## src/sat_cfg.svh

```systemverilog
// Register map, field positions and reset values of the serial unit.
// Included by every design file that decodes or builds register data.
`ifndef SAT_CFG_SVH
`define SAT_CFG_SVH

// ==========================================================
// Register byte offsets
`define SAT_ADDR_MODE    8'h00
`define SAT_ADDR_SHIFT   8'h04
`define SAT_ADDR_PTR     8'h08
`define SAT_ADDR_STAT    8'h0c
`define SAT_ADDR_PRESC   8'h10
`define SAT_BUF_BIT      7

// ==========================================================
// Mode register fields
`define SAT_MODE_EN      7
`define SAT_MODE_DIR     6
`define SAT_MODE_AUTO    5
`define SAT_MODE_CLK_HI  1
`define SAT_MODE_CLK_LO  0
`define SAT_MODE_MASK    8'he3

// ==========================================================
// Reset values and counts
`define SAT_MODE_RST     8'h00
`define SAT_PTR_RST      8'h00
`define SAT_PRESC_RST    8'h88
`define SAT_PRESC_OFS    4'h5
`define SAT_LAST_BIT     4'h7
`define SAT_WORD_BITS    4'h8

`endif

```

## src/sat_pkg.sv

```systemverilog
// Types shared by the serial unit.
// Assumes the including design reads names as sat_pkg::name.
package sat_pkg;

	// Block sequencer states, Gray along idle, shift, next
	typedef enum logic [1:0] {
		SAT_ST_IDLE  = 2'b00,
		SAT_ST_SHIFT = 2'b01,
		SAT_ST_NEXT  = 2'b11
	} sat_state_t;

endpackage

```

## src/sat_clkgen.sv

```systemverilog
// Serial clock generation and edge detection for the serial unit.
// Assumes timer_tick and sck_in are synchronous to hclk.
`timescale 1ns/1ps
`default_nettype none
`include "sat_cfg.svh"

module sat_clkgen (
	// Clock and reset
	input  wire logic       hclk,
	input  wire logic       hresetn,
	// Control
	input  wire logic       enable,
	input  wire logic       run,
	input  wire logic [1:0] src,
	input  wire logic [3:0] presc_code,
	input  wire logic       timer_tick,
	// Serial clock pin
	input  wire logic       sck_in,
	output logic            sck_out,
	output logic            sck_oe_n,
	// Edge enables
	output logic            fall_en,
	output logic            rise_en
);

	logic [7:0] cnt_q, cnt_d;
	logic       sck_q, sck_d;
	logic       sin_q, sin_d;
	logic [3:0] k;
	logic [7:0] mask;
	logic       presc_tick;
	logic       src_tick;

	// ==========================================================
	// Prescaler: divides hclk by a power of two
	always_comb begin
		k          = presc_code - `SAT_PRESC_OFS;
		mask       = 8'((9'h001 << k) - 9'h001);
		presc_tick = (cnt_q & mask) == mask;
		cnt_d      = cnt_q + 8'h01;
	end

	// ==========================================================
	// Source choice and edges
	always_comb begin
		src_tick = src[1] ? (src[0] ? presc_tick : timer_tick) : 1'b0;
		sin_d    = sck_in;
		sck_d    = sck_q;
		if (!run)
			sck_d = 1'b1;
		else if (src_tick)
			sck_d = ~sck_q;
		if (src[1]) begin
			fall_en = run & src_tick & sck_q;
			rise_en = run & src_tick & ~sck_q;
		end else begin
			fall_en = run & sin_q & ~sck_in;
			rise_en = run & ~sin_q & sck_in;
		end
	end

	always_ff @(posedge hclk or negedge hresetn) begin
		if (!hresetn) begin
			cnt_q <= 8'h00;
			sck_q <= 1'b1;
			sin_q <= 1'b1;
		end else begin
			cnt_q <= cnt_d;
			sck_q <= sck_d;
			sin_q <= sin_d;
		end
	end

	assign sck_out  = sck_q;
	assign sck_oe_n = ~(enable & src[1]);

endmodule
`default_nettype wire

```

## src/sat_shifter.sv

```systemverilog
// Eight-bit shift register with bit counter for the serial unit.
// Assumes fall_en and rise_en are one-cycle pulses of the serial clock.
`timescale 1ns/1ps
`default_nettype none
`include "sat_cfg.svh"

module sat_shifter (
	// Clock and reset
	input  wire logic       hclk,
	input  wire logic       hresetn,
	// Control
	input  wire logic       clear,
	input  wire logic       load,
	input  wire logic [7:0] load_data,
	input  wire logic       lsb_first,
	input  wire logic       fall_en,
	input  wire logic       rise_en,
	// Serial lines
	input  wire logic       serial_in,
	output logic            serial_out,
	// Status
	output logic [7:0]      shift_data,
	output logic            active,
	output logic            done
);

	logic [7:0] sr_q, sr_d;
	logic [3:0] cnt_q, cnt_d;
	logic       act_q, act_d;
	logic       so_q, so_d;
	logic       done_q, done_d;

	// ==========================================================
	// Shift and count
	always_comb begin
		sr_d   = sr_q;
		cnt_d  = cnt_q;
		act_d  = act_q;
		so_d   = so_q;
		done_d = 1'b0;
		if (clear) begin
			cnt_d = 4'h0;
			act_d = 1'b0;
		end else if (load) begin
			sr_d  = load_data;
			cnt_d = 4'h0;
			act_d = 1'b1;
			so_d  = lsb_first ? load_data[0] : load_data[7];
		end else if (act_q) begin
			if (fall_en)
				so_d = lsb_first ? sr_q[0] : sr_q[7];
			if (rise_en) begin
				sr_d  = lsb_first ? {serial_in, sr_q[7:1]}
				                  : {sr_q[6:0], serial_in};
				cnt_d = cnt_q + 4'h1;
				if (cnt_q == `SAT_LAST_BIT) begin
					act_d  = 1'b0;
					done_d = 1'b1;
				end
			end
		end
	end

	// Data register deliberately has no reset
	always_ff @(posedge hclk) begin
		sr_q <= sr_d;
	end

	always_ff @(posedge hclk or negedge hresetn) begin
		if (!hresetn) begin
			cnt_q  <= 4'h0;
			act_q  <= 1'b0;
			so_q   <= 1'b1;
			done_q <= 1'b0;
		end else begin
			cnt_q  <= cnt_d;
			act_q  <= act_d;
			so_q   <= so_d;
			done_q <= done_d;
		end
	end

	assign serial_out = so_q;
	assign shift_data = sr_q;
	assign active     = act_q;
	assign done       = done_q;

endmodule
`default_nettype wire

```

## src/sat_top.sv

```systemverilog
// Three-wire serial unit with automatic block transfer, AHB-Lite slave.
// Assumes a single AHB-Lite master; pins are synchronous to hclk.
//
// Overview of operation
// - Three modes: stopped, plain three-wire, three-wire with block transfer.
// - Stopped mode does no transfer and holds shifting logic idle.
// - Plain mode moves 8-bit words over clock, out and in lines.
// - Bits are shifted out and in at the same time.
// - First bit is MSB or LSB by configuration, in both modes.
// - Block mode moves up to 32 bytes with one start.
// - Block transfer is sequenced by hardware, no per-byte software.
// - An 8-bit shift register converts, one bit per serial clock.
// - Writing the shift register starts only with enable bit 7 set.
// - Written data goes out; sampled input gathers in same register.
// - Reset leaves the shift register undefined.
// - Pointer holds count minus 1, decrementing after each byte but the last.
// - Reset clears the pointer to zero.
// - A counter counts serial clocks and spots a whole word.
// - Mode bit 5 at 0 selects plain, 1 selects block transfer.
// - Clock select: external, timer output, or prescaled system clock.
// - Block in progress flag marks the block end for software.
//
// Design decisions made here: register access over AHB-Lite and the register addresses.
`timescale 1ns/1ps
`default_nettype none
`include "sat_cfg.svh"

module sat_top #(
	parameter int BUF_DEPTH = 32
) (
	// Clock and reset
	input  wire logic        hclk,
	input  wire logic        hresetn,
	// AHB-Lite slave
	input  wire logic        hsel,
	input  wire logic [31:0] haddr,
	input  wire logic [1:0]  htrans,
	input  wire logic        hwrite,
	input  wire logic [2:0]  hsize,
	input  wire logic [31:0] hwdata,
	input  wire logic        hready,
	output logic             hreadyout,
	output logic             hresp,
	output logic [31:0]      hrdata,
	// Serial lines
	input  wire logic        serial_clock_line_in,
	output logic             serial_clock_line_out,
	output logic             serial_clock_line_oe_n,
	output logic             serial_out_line,
	input  wire logic        serial_in_line,
	// Timer and request
	input  wire logic        eight_bit_timer_two,
	output logic             byte_done_irq
);

	logic [7:0]  mode_q, mode_d;
	logic [7:0]  ptr_q, ptr_d;
	logic [7:0]  presc_q, presc_d;
	logic        trf_q, trf_d;
	logic        wr_q, wr_d;
	logic [7:0]  addr_q, addr_d;
	logic [31:0] hrdata_q, hrdata_d;
	sat_pkg::sat_state_t state_q, state_d;
	logic [7:0]  buf_mem [BUF_DEPTH];
	logic        addr_ph;
	logic        en, lsb, auto;
	logic        sw_shift, start;
	logic        sh_load, sh_active, sh_done;
	logic [7:0]  sh_load_data, sh_data;
	logic        fall_en, rise_en;
	logic        cap;
	logic [4:0]  idx;

	assign en   = mode_q[`SAT_MODE_EN];
	assign lsb  = mode_q[`SAT_MODE_DIR];
	assign auto = mode_q[`SAT_MODE_AUTO];
	assign idx  = ptr_q[4:0];

	// ==========================================================
	// AHB-Lite slave: zero wait states, always OKAY
	assign addr_ph   = hsel & htrans[1] & hready;
	assign hreadyout = 1'b1;
	assign hresp     = 1'b0;
	assign hrdata    = hrdata_q;

	always_comb begin
		wr_d     = addr_ph & hwrite;
		addr_d   = addr_ph ? haddr[7:0] : addr_q;
		hrdata_d = hrdata_q;
		if (addr_ph && !hwrite) begin
			hrdata_d = 32'h0000_0000;
			if (haddr[`SAT_BUF_BIT])
				hrdata_d[7:0] = buf_mem[haddr[6:2]];
			else
				unique case (haddr[7:0])
					`SAT_ADDR_MODE:  hrdata_d[7:0] = mode_q;
					`SAT_ADDR_SHIFT: hrdata_d[7:0] = sh_data;
					`SAT_ADDR_PTR:   hrdata_d[7:0] = ptr_q;
					`SAT_ADDR_STAT:  hrdata_d[1:0] = {sh_active, trf_q};
					`SAT_ADDR_PRESC: hrdata_d[7:0] = presc_q;
					default:         hrdata_d = 32'h0000_0000;
				endcase
		end
	end

	// ==========================================================
	// Registers and block sequencer
	assign sw_shift = wr_q && (addr_q == `SAT_ADDR_SHIFT);
	assign start    = sw_shift && en && (state_q == sat_pkg::SAT_ST_IDLE);

	always_comb begin
		mode_d       = mode_q;
		ptr_d        = ptr_q;
		presc_d      = presc_q;
		trf_d        = trf_q;
		state_d      = state_q;
		sh_load      = 1'b0;
		sh_load_data = hwdata[7:0];
		cap          = 1'b0;
		if (wr_q && !addr_q[`SAT_BUF_BIT]) begin
			if (addr_q == `SAT_ADDR_MODE)
				mode_d = hwdata[7:0] & `SAT_MODE_MASK;
			if (addr_q == `SAT_ADDR_PRESC)
				presc_d = hwdata[7:0];
			if (addr_q == `SAT_ADDR_PTR && !trf_q)
				ptr_d = hwdata[7:0];
		end
		unique case (state_q)
			sat_pkg::SAT_ST_IDLE: begin
				if (start) begin
					sh_load = 1'b1;
					state_d = sat_pkg::SAT_ST_SHIFT;
					if (auto) begin
						sh_load_data = buf_mem[idx];
						trf_d        = 1'b1;
					end
				end
			end
			sat_pkg::SAT_ST_SHIFT: begin
				if (sh_done) begin
					if (!trf_q)
						state_d = sat_pkg::SAT_ST_IDLE;
					else begin
						cap = 1'b1;
						if (ptr_q == 8'h00) begin
							trf_d   = 1'b0;
							state_d = sat_pkg::SAT_ST_IDLE;
						end else begin
							ptr_d   = ptr_q - 8'h01;
							state_d = sat_pkg::SAT_ST_NEXT;
						end
					end
				end
			end
			sat_pkg::SAT_ST_NEXT: begin
				sh_load      = 1'b1;
				sh_load_data = buf_mem[idx];
				state_d      = sat_pkg::SAT_ST_SHIFT;
			end
			default: state_d = sat_pkg::SAT_ST_IDLE;
		endcase
		if (!en) begin
			state_d = sat_pkg::SAT_ST_IDLE;
			trf_d   = 1'b0;
			sh_load = 1'b0;
		end
	end

	always_ff @(posedge hclk or negedge hresetn) begin
		if (!hresetn) begin
			mode_q   <= `SAT_MODE_RST;
			ptr_q    <= `SAT_PTR_RST;
			presc_q  <= `SAT_PRESC_RST;
			trf_q    <= 1'b0;
			state_q  <= sat_pkg::SAT_ST_IDLE;
			wr_q     <= 1'b0;
			addr_q   <= 8'h00;
			hrdata_q <= 32'h0000_0000;
		end else begin
			mode_q   <= mode_d;
			ptr_q    <= ptr_d;
			presc_q  <= presc_d;
			trf_q    <= trf_d;
			state_q  <= state_d;
			wr_q     <= wr_d;
			addr_q   <= addr_d;
			hrdata_q <= hrdata_d;
		end
	end

	// Block buffer: received byte replaces the byte just sent
	always_ff @(posedge hclk) begin
		if (cap)
			buf_mem[idx] <= sh_data;
		else if (wr_q && addr_q[`SAT_BUF_BIT])
			buf_mem[addr_q[6:2]] <= hwdata[7:0];
	end

	// ==========================================================
	// Clock generator and shifter
	sat_clkgen u_clkgen (
		.hclk       (hclk),
		.hresetn    (hresetn),
		.enable     (en),
		.run        (sh_active),
		.src        (mode_q[`SAT_MODE_CLK_HI:`SAT_MODE_CLK_LO]),
		.presc_code (presc_q[7:4]),
		.timer_tick (eight_bit_timer_two),
		.sck_in     (serial_clock_line_in),
		.sck_out    (serial_clock_line_out),
		.sck_oe_n   (serial_clock_line_oe_n),
		.fall_en    (fall_en),
		.rise_en    (rise_en)
	);

	sat_shifter u_shifter (
		.hclk       (hclk),
		.hresetn    (hresetn),
		.clear      (!en),
		.load       (sh_load),
		.load_data  (sh_load_data),
		.lsb_first  (lsb),
		.fall_en    (fall_en),
		.rise_en    (rise_en),
		.serial_in  (serial_in_line),
		.serial_out (serial_out_line),
		.shift_data (sh_data),
		.active     (sh_active),
		.done       (sh_done)
	);

	assign byte_done_irq = sh_done;

	// ==========================================================
	// Checks
	logic [3:0] rc_q, rc_d;

	always_comb begin
		rc_d = rc_q;
		if (sh_load)
			rc_d = 4'h0;
		else if (rise_en && sh_active)
			rc_d = rc_q + 4'h1;
	end

	always_ff @(posedge hclk or negedge hresetn) begin
		if (!hresetn)
			rc_q <= 4'h0;
		else
			rc_q <= rc_d;
	end
endmodule
`default_nettype wire

```

## config.mk

```make
export PLATFORM = sky130hd
export DESIGN_NAME = sat_top
export DESIGN_NICKNAME = d
export VERILOG_FILES = /design/src/sat_pkg.sv /design/src/sat_clkgen.sv /design/src/sat_shifter.sv /design/src/sat_top.sv
export VERILOG_INCLUDE_DIRS = /design/src /design/src/src
export SDC_FILE = /design/constraint.sdc
export NUM_CORES = 1
export LEC_CHECK = 0
export BUFFER_PORTS_ARGS = -buffer_cell sky130_fd_sc_hd__buf_2
export CAP_MARGIN = 40
export CORE_MARGIN = 2
export CORE_UTILIZATION = 50
export DETAILED_ROUTE_END_ITERATION = 12
export HOLD_SLACK_MARGIN = 0.05
export PLACE_DENSITY = 0.74
export SLEW_MARGIN = 0
export SYNTH_ARGS = -nofsm -noshare
export SYNTH_HDL_FRONTEND = slang
export SYNTH_SLANG_ARGS = --single-unit
export TNS_END_PERCENT = 20
```

## constraint.sdc

```tcl
create_clock -name hclk -period 2.87 [get_ports hclk]
set_input_delay 0.1435 -clock hclk [delete_from_list [all_inputs] [get_ports hclk]]
set_output_delay 0.1435 -clock hclk [all_outputs]
set_load 0.05 [all_outputs]
```

* Word-level counts from Yosys, hierarchy flattened
Memory sizes are Yosys's and may differ from the RTL's.
Cells that the tools add are included.
** Storage, ports and cells
- Input port bits :: 77
- Bits in writable memories :: 256
- Word-level logic and storage cells :: 150
- Memories :: 1
- Output and inout port bits :: 38
- Register bits after elaboration :: 66
** Cells by class
- Shift-type cells :: 1
- Bitwise logic cells :: 16
- Add/sub/neg operators :: 5
- Eq/ne operators :: 18
- Mux-type cells :: 68
- Reduce and logical (&&, ||, !) cells :: 25
** Memories
- buf_mem :: words 32, width 8, rd ports 2, clocked after memory_dff 0, wr ports 1, RTL line sat_top.sv:64 : logic [7:0] buf_mem [BUF_DEPTH];
** Operator list (count)
- 8-bit two-way mux :: 14
- 1-bit two-way mux :: 38
- 8-bit by 4-bit == test with 1-bit output, second input constant :: 3
- 8-bit zero test :: 3
- 6-bit case mux with 4 select lines :: 1
- 8-bit by 3-bit == test with 1-bit output, second input constant :: 2
- 8-bit by 5-bit == test with 1-bit output, second input constant :: 2
- 4-bit two-way mux :: 4
- 8-bit case mux with 2 select lines :: 1
- 8-bit by 1-bit subtractor with 8-bit output, second input constant :: 2
- 1-bit bitwise AND :: 11
- 2-bit two-way mux :: 5
- 2-bit case mux with 5 select lines :: 1
- 3-bit by 1-bit inequality test with 1-bit output, second input constant :: 3
- 8-bit by 1-bit adder with 8-bit output, second input constant :: 1
- 8-bit bitwise AND :: 1
- 8-bit == test :: 1
- 2-bit AND reduction :: 4
- 8-bit OR reduction :: 1
- 1-bit by 4-bit left shift with 8-bit output, first input constant :: 1
- 1-bit logical AND :: 7
- 3-bit inequality test, second input constant :: 2
- 2-bit case mux with 3 select lines :: 1
- 3-bit AND reduction :: 2
- other kinds (14) :: 22

* Longest topological paths before layout
- Depth in word-level cells :: 14
- Mapped depth :: 11
- Mapped depth without buffers :: 10

* Hierarchy
A second synthesis with hierarchy kept.
** Unflattened totals
- Cells, all modules :: 1062
- Area, all modules :: 16384.5 µm²
** By module, submodules not included
- sat_top :: seq. area each 8715.9 µm², times used 1, cells each 911, area an instance 14851.7 µm²
- sat_shifter :: seq. area each 416.6 µm², times used 1, cells each 74, area an instance 775.7 µm²
- sat_clkgen :: seq. area each 252.7 µm², times used 1, cells each 77, area an instance 757.0 µm²

* Worst setup path before layout
No wires, ideal clock.
- Kind :: reg2reg
- Start :: reg u_shifter.done_q, in the netlist u_shifter.done
- End :: mem buf_mem[0][0], enable pin
- Buffers on the path :: 1
- Path slack :: -0.029 ns
- Data required time :: 2.500 ns
- Period minus slack after synthesis :: 2.899 ns
- Stages on the path, launching flop included :: 8
- Arrival time :: 2.529 ns
- Setup time :: 0.370 ns
- Path through :: dfrtp_1 and3_1 clkbuf_1 nor2_1 mux2i_1 inv_1 or2_2 nor2_1
** On the way
- Longest elaborated chain between the ends :: 6
- Elaborated cells on any way between the ends :: 9
- Classes of those cells :: mux: 8; reduce/logical: 1
** RTL lines
- start: declaration :: RTL line sat_shifter.sv:31 : logic done_q, done_d;
- start signal: assignment :: RTL line sat_shifter.sv:79 : done_q <= done_d;
- 1-bit two-way mux (*) :: RTL line sat_top.sv:140 : if (sh_done) begin
- 1-bit two-way mux (*) :: RTL line sat_top.sv:128 : unique case (state_q)
- 1-bit two-way mux :: RTL line sat_top.sv:193 : if (cap)
- 1-bit two-way mux (not written as such) :: RTL line sat_top.sv:196 : buf_mem[addr_q[6:2]] <= hwdata[7:0];
- 8-bit OR reduction (no line)
- 5-bit two-way mux (no line) / 1-bit two-way mux (equally long branches)
- end: declaration :: RTL line sat_top.sv:64
Mark *: on every way between the ends. The rest lies on a longest branch, timed or not.

* Worst setup path in the final report
- Start :: reg presc_q[7]
- End :: reg u_shifter.cnt_q[3]
** On the way
- Longest elaborated chain between the ends :: 12
** RTL lines
- start: declaration :: RTL line sat_top.sv:58 : logic [7:0] presc_q, presc_d;
- start signal: assignment :: RTL line sat_top.sv:173 : presc_q <= `SAT_PRESC_RST;
- start signal: assignment :: RTL line sat_top.sv:182 : presc_q <= presc_d;
- 4-bit by 3-bit subtractor with 4-bit output (no line) (*)
- 1-bit by 4-bit left shift with 8-bit output (*) :: RTL line sat_clkgen.sv:38 : mask = 8'((9'h001 << k) - 9'h001);
- 8-bit by 1-bit subtractor with 8-bit output (*) :: RTL line sat_clkgen.sv:38
- 8-bit bitwise AND :: RTL line sat_clkgen.sv:39 : presc_tick = (cnt_q & mask) == mask;
- 8-bit == test (*) :: RTL line sat_clkgen.sv:39
- 1-bit two-way mux (*) (2 in series) :: RTL line sat_clkgen.sv:46 : src_tick = src[1] ? (src[0] ? presc_tick : timer_tick) : 1'b0;
- 1-bit bitwise AND (*) (2 in series) :: RTL line sat_clkgen.sv:55 : rise_en = run & src_tick & ~sck_q;
- 1-bit two-way mux (*) :: RTL line sat_clkgen.sv:53 : if (src[1]) begin
- 3-bit by 1-bit inequality test with 1-bit output (no line) (*)
- 2-bit AND reduction (no line) (*)
- end signal: assignment :: RTL line sat_shifter.sv:76 : cnt_q <= cnt_d;
- end: declaration :: RTL line sat_shifter.sv:28 : logic [3:0] cnt_q, cnt_d;
Marked as above.
A chain may end at the register's enable or synchronous reset.

==> results.md <==
* Status: completed
* Setup crit end kind: flip-flop
* P_int at 8140 uW
* Setup Buffers After CTS at 0
* Crit-path max FO at 7
* GRT overflow at 0
* Cell Area, Synth at 16,000 um^2
* Synth async-reset ratio at 18.0%
* Synth Instances at 959
* Die Span X at 183 um
* Final setup vio count at 0
* YS warnings at 0
* PortBufs at 36
* Lkg Pwr at 0.00642 uW
* Switching share of power at 23.8%
* Worst Path Arrival at 3.13 ns
* CTS Buf Count at 35
* Commonest non-fill, non-tap cells in the layout: edfxtp_1, mux4_2, buf_4
* All-Layer GR Usage at 24.4%
* # rows at 65
* Slew Limit Fails at 0
* Htree depth at 2
* Peak VDD IR at 375 uV
* Switching power at 2540 uW
* Register area at 9390 um^2
* Yosys cell types at 64
* Relative slew slack at 46.8%
* FILL cells at 2,299
* Min Hold Slack at 0.0763 ns
* Total power divided by cell area at 577 nW/um^2
* WP data required at 3.31 ns
* Residual DRC at 0
* Worst-Margin Slew at 0.788 ns
* Core Footprint at 31,500 um^2
* Min cycle time layout at 2.69 ns
* Comb power frac at 10.0%
* RSZ-0062 raised after global routing: no
* Via count at 9,566
* Mean Syn Cell Area at 16.6 um^2
* Post-synth EDFFs at 264
* Initial antenna violation count at 1
* Max Cap Violations at 0
* Initial Util at 50.7%
* GPL Wtd Cong at 0.926
* Power share of the clock group at 41.6%
* WL final at 39.2 mm
* Post-route cell area at 18,500 um^2
* Clk_lat worst skew at 0.52 ns
* CTS clk-pin slew, worst paths at 0.06 ns
* CTS tree: yes
* Wire per inst at 26.0 um
* Post-route setup TNS at 0 ns
* 1st-iter DRT viols at 1,124
* # IOs at 115
* FMAX at 0.371 GHz
* Commonest non-fill, non-tap cell in the layout: edfxtp_1
* CTS Buffer Depth at 3
* Largest net degree at the start of global routing at 36
* Flop pwr share at 48.3%
* Sink Count at 322
* DR vias/cell at 6.34
* Main synth FF type: edfxtp_1
* Placement Cell Area at 17,200 um^2
* Sequential area share after synthesis at 58.8%
* WS Path Type: flip-flop to flip-flop
* First drt pass iteration count at 5
* Synth-to-Final Area Change at 15.8%
* Root buffer cell: clkbuf_16
* Detail Placement HPWL at 26.9 mm
* Multi-input gate area at 6150 um^2
* Synth Register Bits at 322
* Antenna Nets Post-Route at 0
* Largest stage delay, worst path at 0.36 ns
* Vias in the first global route at 9,757
* Top cell by count, worst path: buf_4
* Die footprint at 33,400 um^2
* Fin crit share at 93.9%
* Worst Skew at 0.0162 ns
* Slowest-stage cell, CP: dfstp_2
* Hold Crit Class: input pin to flip-flop
* Worst-path cell chain: nor2b_1 > nand3b_1 > ha_1 > buf_4 > a21boi_0 > o32ai_2 > nor4_1 > buf_4 > o31ai_2 > buf_4 > or3_1 > a21oi_1
* Layout cells sized above 1 at 36.8%
* Die Ht at 183 um
* Critical Path Source Type: flip-flop
* Final core occ at 58.7%
* Nets at 1,166
* Final Hold Vio Count at 0
* First-pass GRT wire length at 60.0 mm
[worst paths after layout]
path	end	slack, ns	depth (start not counted)	startpoint
max	u_shifter.cnt_q[3]	0.18	12	presc_q[7]
max reg2reg	u_shifter.cnt_q[3]	0.18	12	presc_q[7]
min	wr_q	0.08	4	htrans[1]
min in group asynchronous	u_clkgen.cnt_q[5]	0.26	2	hresetn
min reg2reg	u_shifter.done	0.49	1	u_shifter.cnt_q[3]
max in group asynchronous	u_clkgen.sin_q	1.93	3	hresetn
[sequential cells by signal, summed over array words and instances, names as in the netlist]
name,flops
presc_q,8
u_shifter.shift_data,8
mode_q,5
hrdata,8
trf_q,1
u_clkgen.sck_out,1
u_shifter.active,1
wr_q,1
state_q,2
u_shifter.serial_out,1
addr_q,8
u_clkgen.sin_q,1
u_shifter.done,1
ptr_q,8
buf_mem,256
u_shifter.cnt_q,4
u_clkgen.cnt_q,8
[cell families (layout without fill, tap and decap cells)]
logic type	after synthesis	in the layout	synth area share (%)
AOI/OAI and AO/OA	102	102	4.22
xor gates and xnor gates	9	9	0.494
adders and majority gates	9	9	0.705
buffers and inverters	102	224	3.31
DFF	322	322	58.8
muxes	218	218	26.3
other	2	27	0.0470
and+or+nand+nor	195	195	6.14
[through the flow]
step,worst slack [ns],instances,power [uW]
after global placement,0.121,1429,6280
after detailed placement,0.0852,1429,6300
after floorplan,-0.0292,983,5970
final,0.176,1508,10700
after CTS,0.0724,1507,10700
after global routing,0.0197,1507,11000
[power by group through the flow]
stage                     Sequential (uW)  Clock, uW  Combinational [uW]
after floorplan                      5310          0                 666
after global placement               5250          0                1030
after detailed placement             5250          0                1040
after CTS                            5160       4500                1070
after global routing                 5160       4700                1130
final                                5160       4440                1070
[layout make-up]
type,count,area share [%]
diodes,1,0.0135
well taps,402,2.72
repair buffers,145,6.66
inverters,17,0.345
clock inverters,17,0.860
multi-input cells,559,33.3
flip-flops and latches,322,50.8
clock buffers,45,5.27
[worst max-delay path: cells and delay by family, from the launching register on]
| kind | cells | cell delay [ns] |
|---|---|---|
| AOI/OAI and AO/OA | 4 | 0.61 |
| and+or+nand+nor | 4 | 0.94 |
| DFF | 1 | 0.36 |
| buffers and inverters | 3 | 0.50 |
| adders and majority gates | 1 | 0.22 |
[synth_stat cells, types with 3 or more instances]
cell        n  area, um^2
or4_1       4        30.0
xnor2_1     5        43.8
buf_1       8        30.0
xor2_1      4        35.0
nand3_1    12        60.1
and3_1      5        31.3
nand3b_1    5        37.5
or3_1       7        43.8
nand2b_1   11        68.8
buf_4      33         248
a221oi_1    3        26.3
mux2_2     42         473
nor3_1      9        45.0
edfxtp_1  264        7930
nor2_1     67         251
a31oi_1     7        43.8
o22ai_1     3        18.8
clkbuf_1   31         116
mux2i_1    19         190
nand2_1    40         150
or2_2       7        43.8
a311oi_1    3        26.3
dfrtp_1    53        1330
a211oi_1    4        30.0
a221o_1     4        40.0
inv_1      15        56.3
buf_2      12        60.1
nand4_1     3        18.8
nor4_1      3        18.8
o21ai_0    32         160
a22oi_1     7        52.6
nor3b_1     4        30.0
nor2b_1     7        43.8
dfstp_2     5         131
ha_1        9         113
a21oi_1    21         105
mux4_2    157        3540
[routing by layer]
layer	up-vias	part of all wire (%)	track usage, %
li1	4090	-	-
met1	4838	39	33.7
met2	545	48	38.4
met3	93	9.1	5.13
met4	0	3.7	9.77
met5	-	0	0
[timing repair]
item | 4_1_cts | 5_1_grt
setup endpoints to repair | 0 | 16
resized for setup | 0 | 3
hold buffers | 16 | 0
endpoints found under the hold margin | 64 | 0
Note: power is estimated with default switching activity, not from simulation.
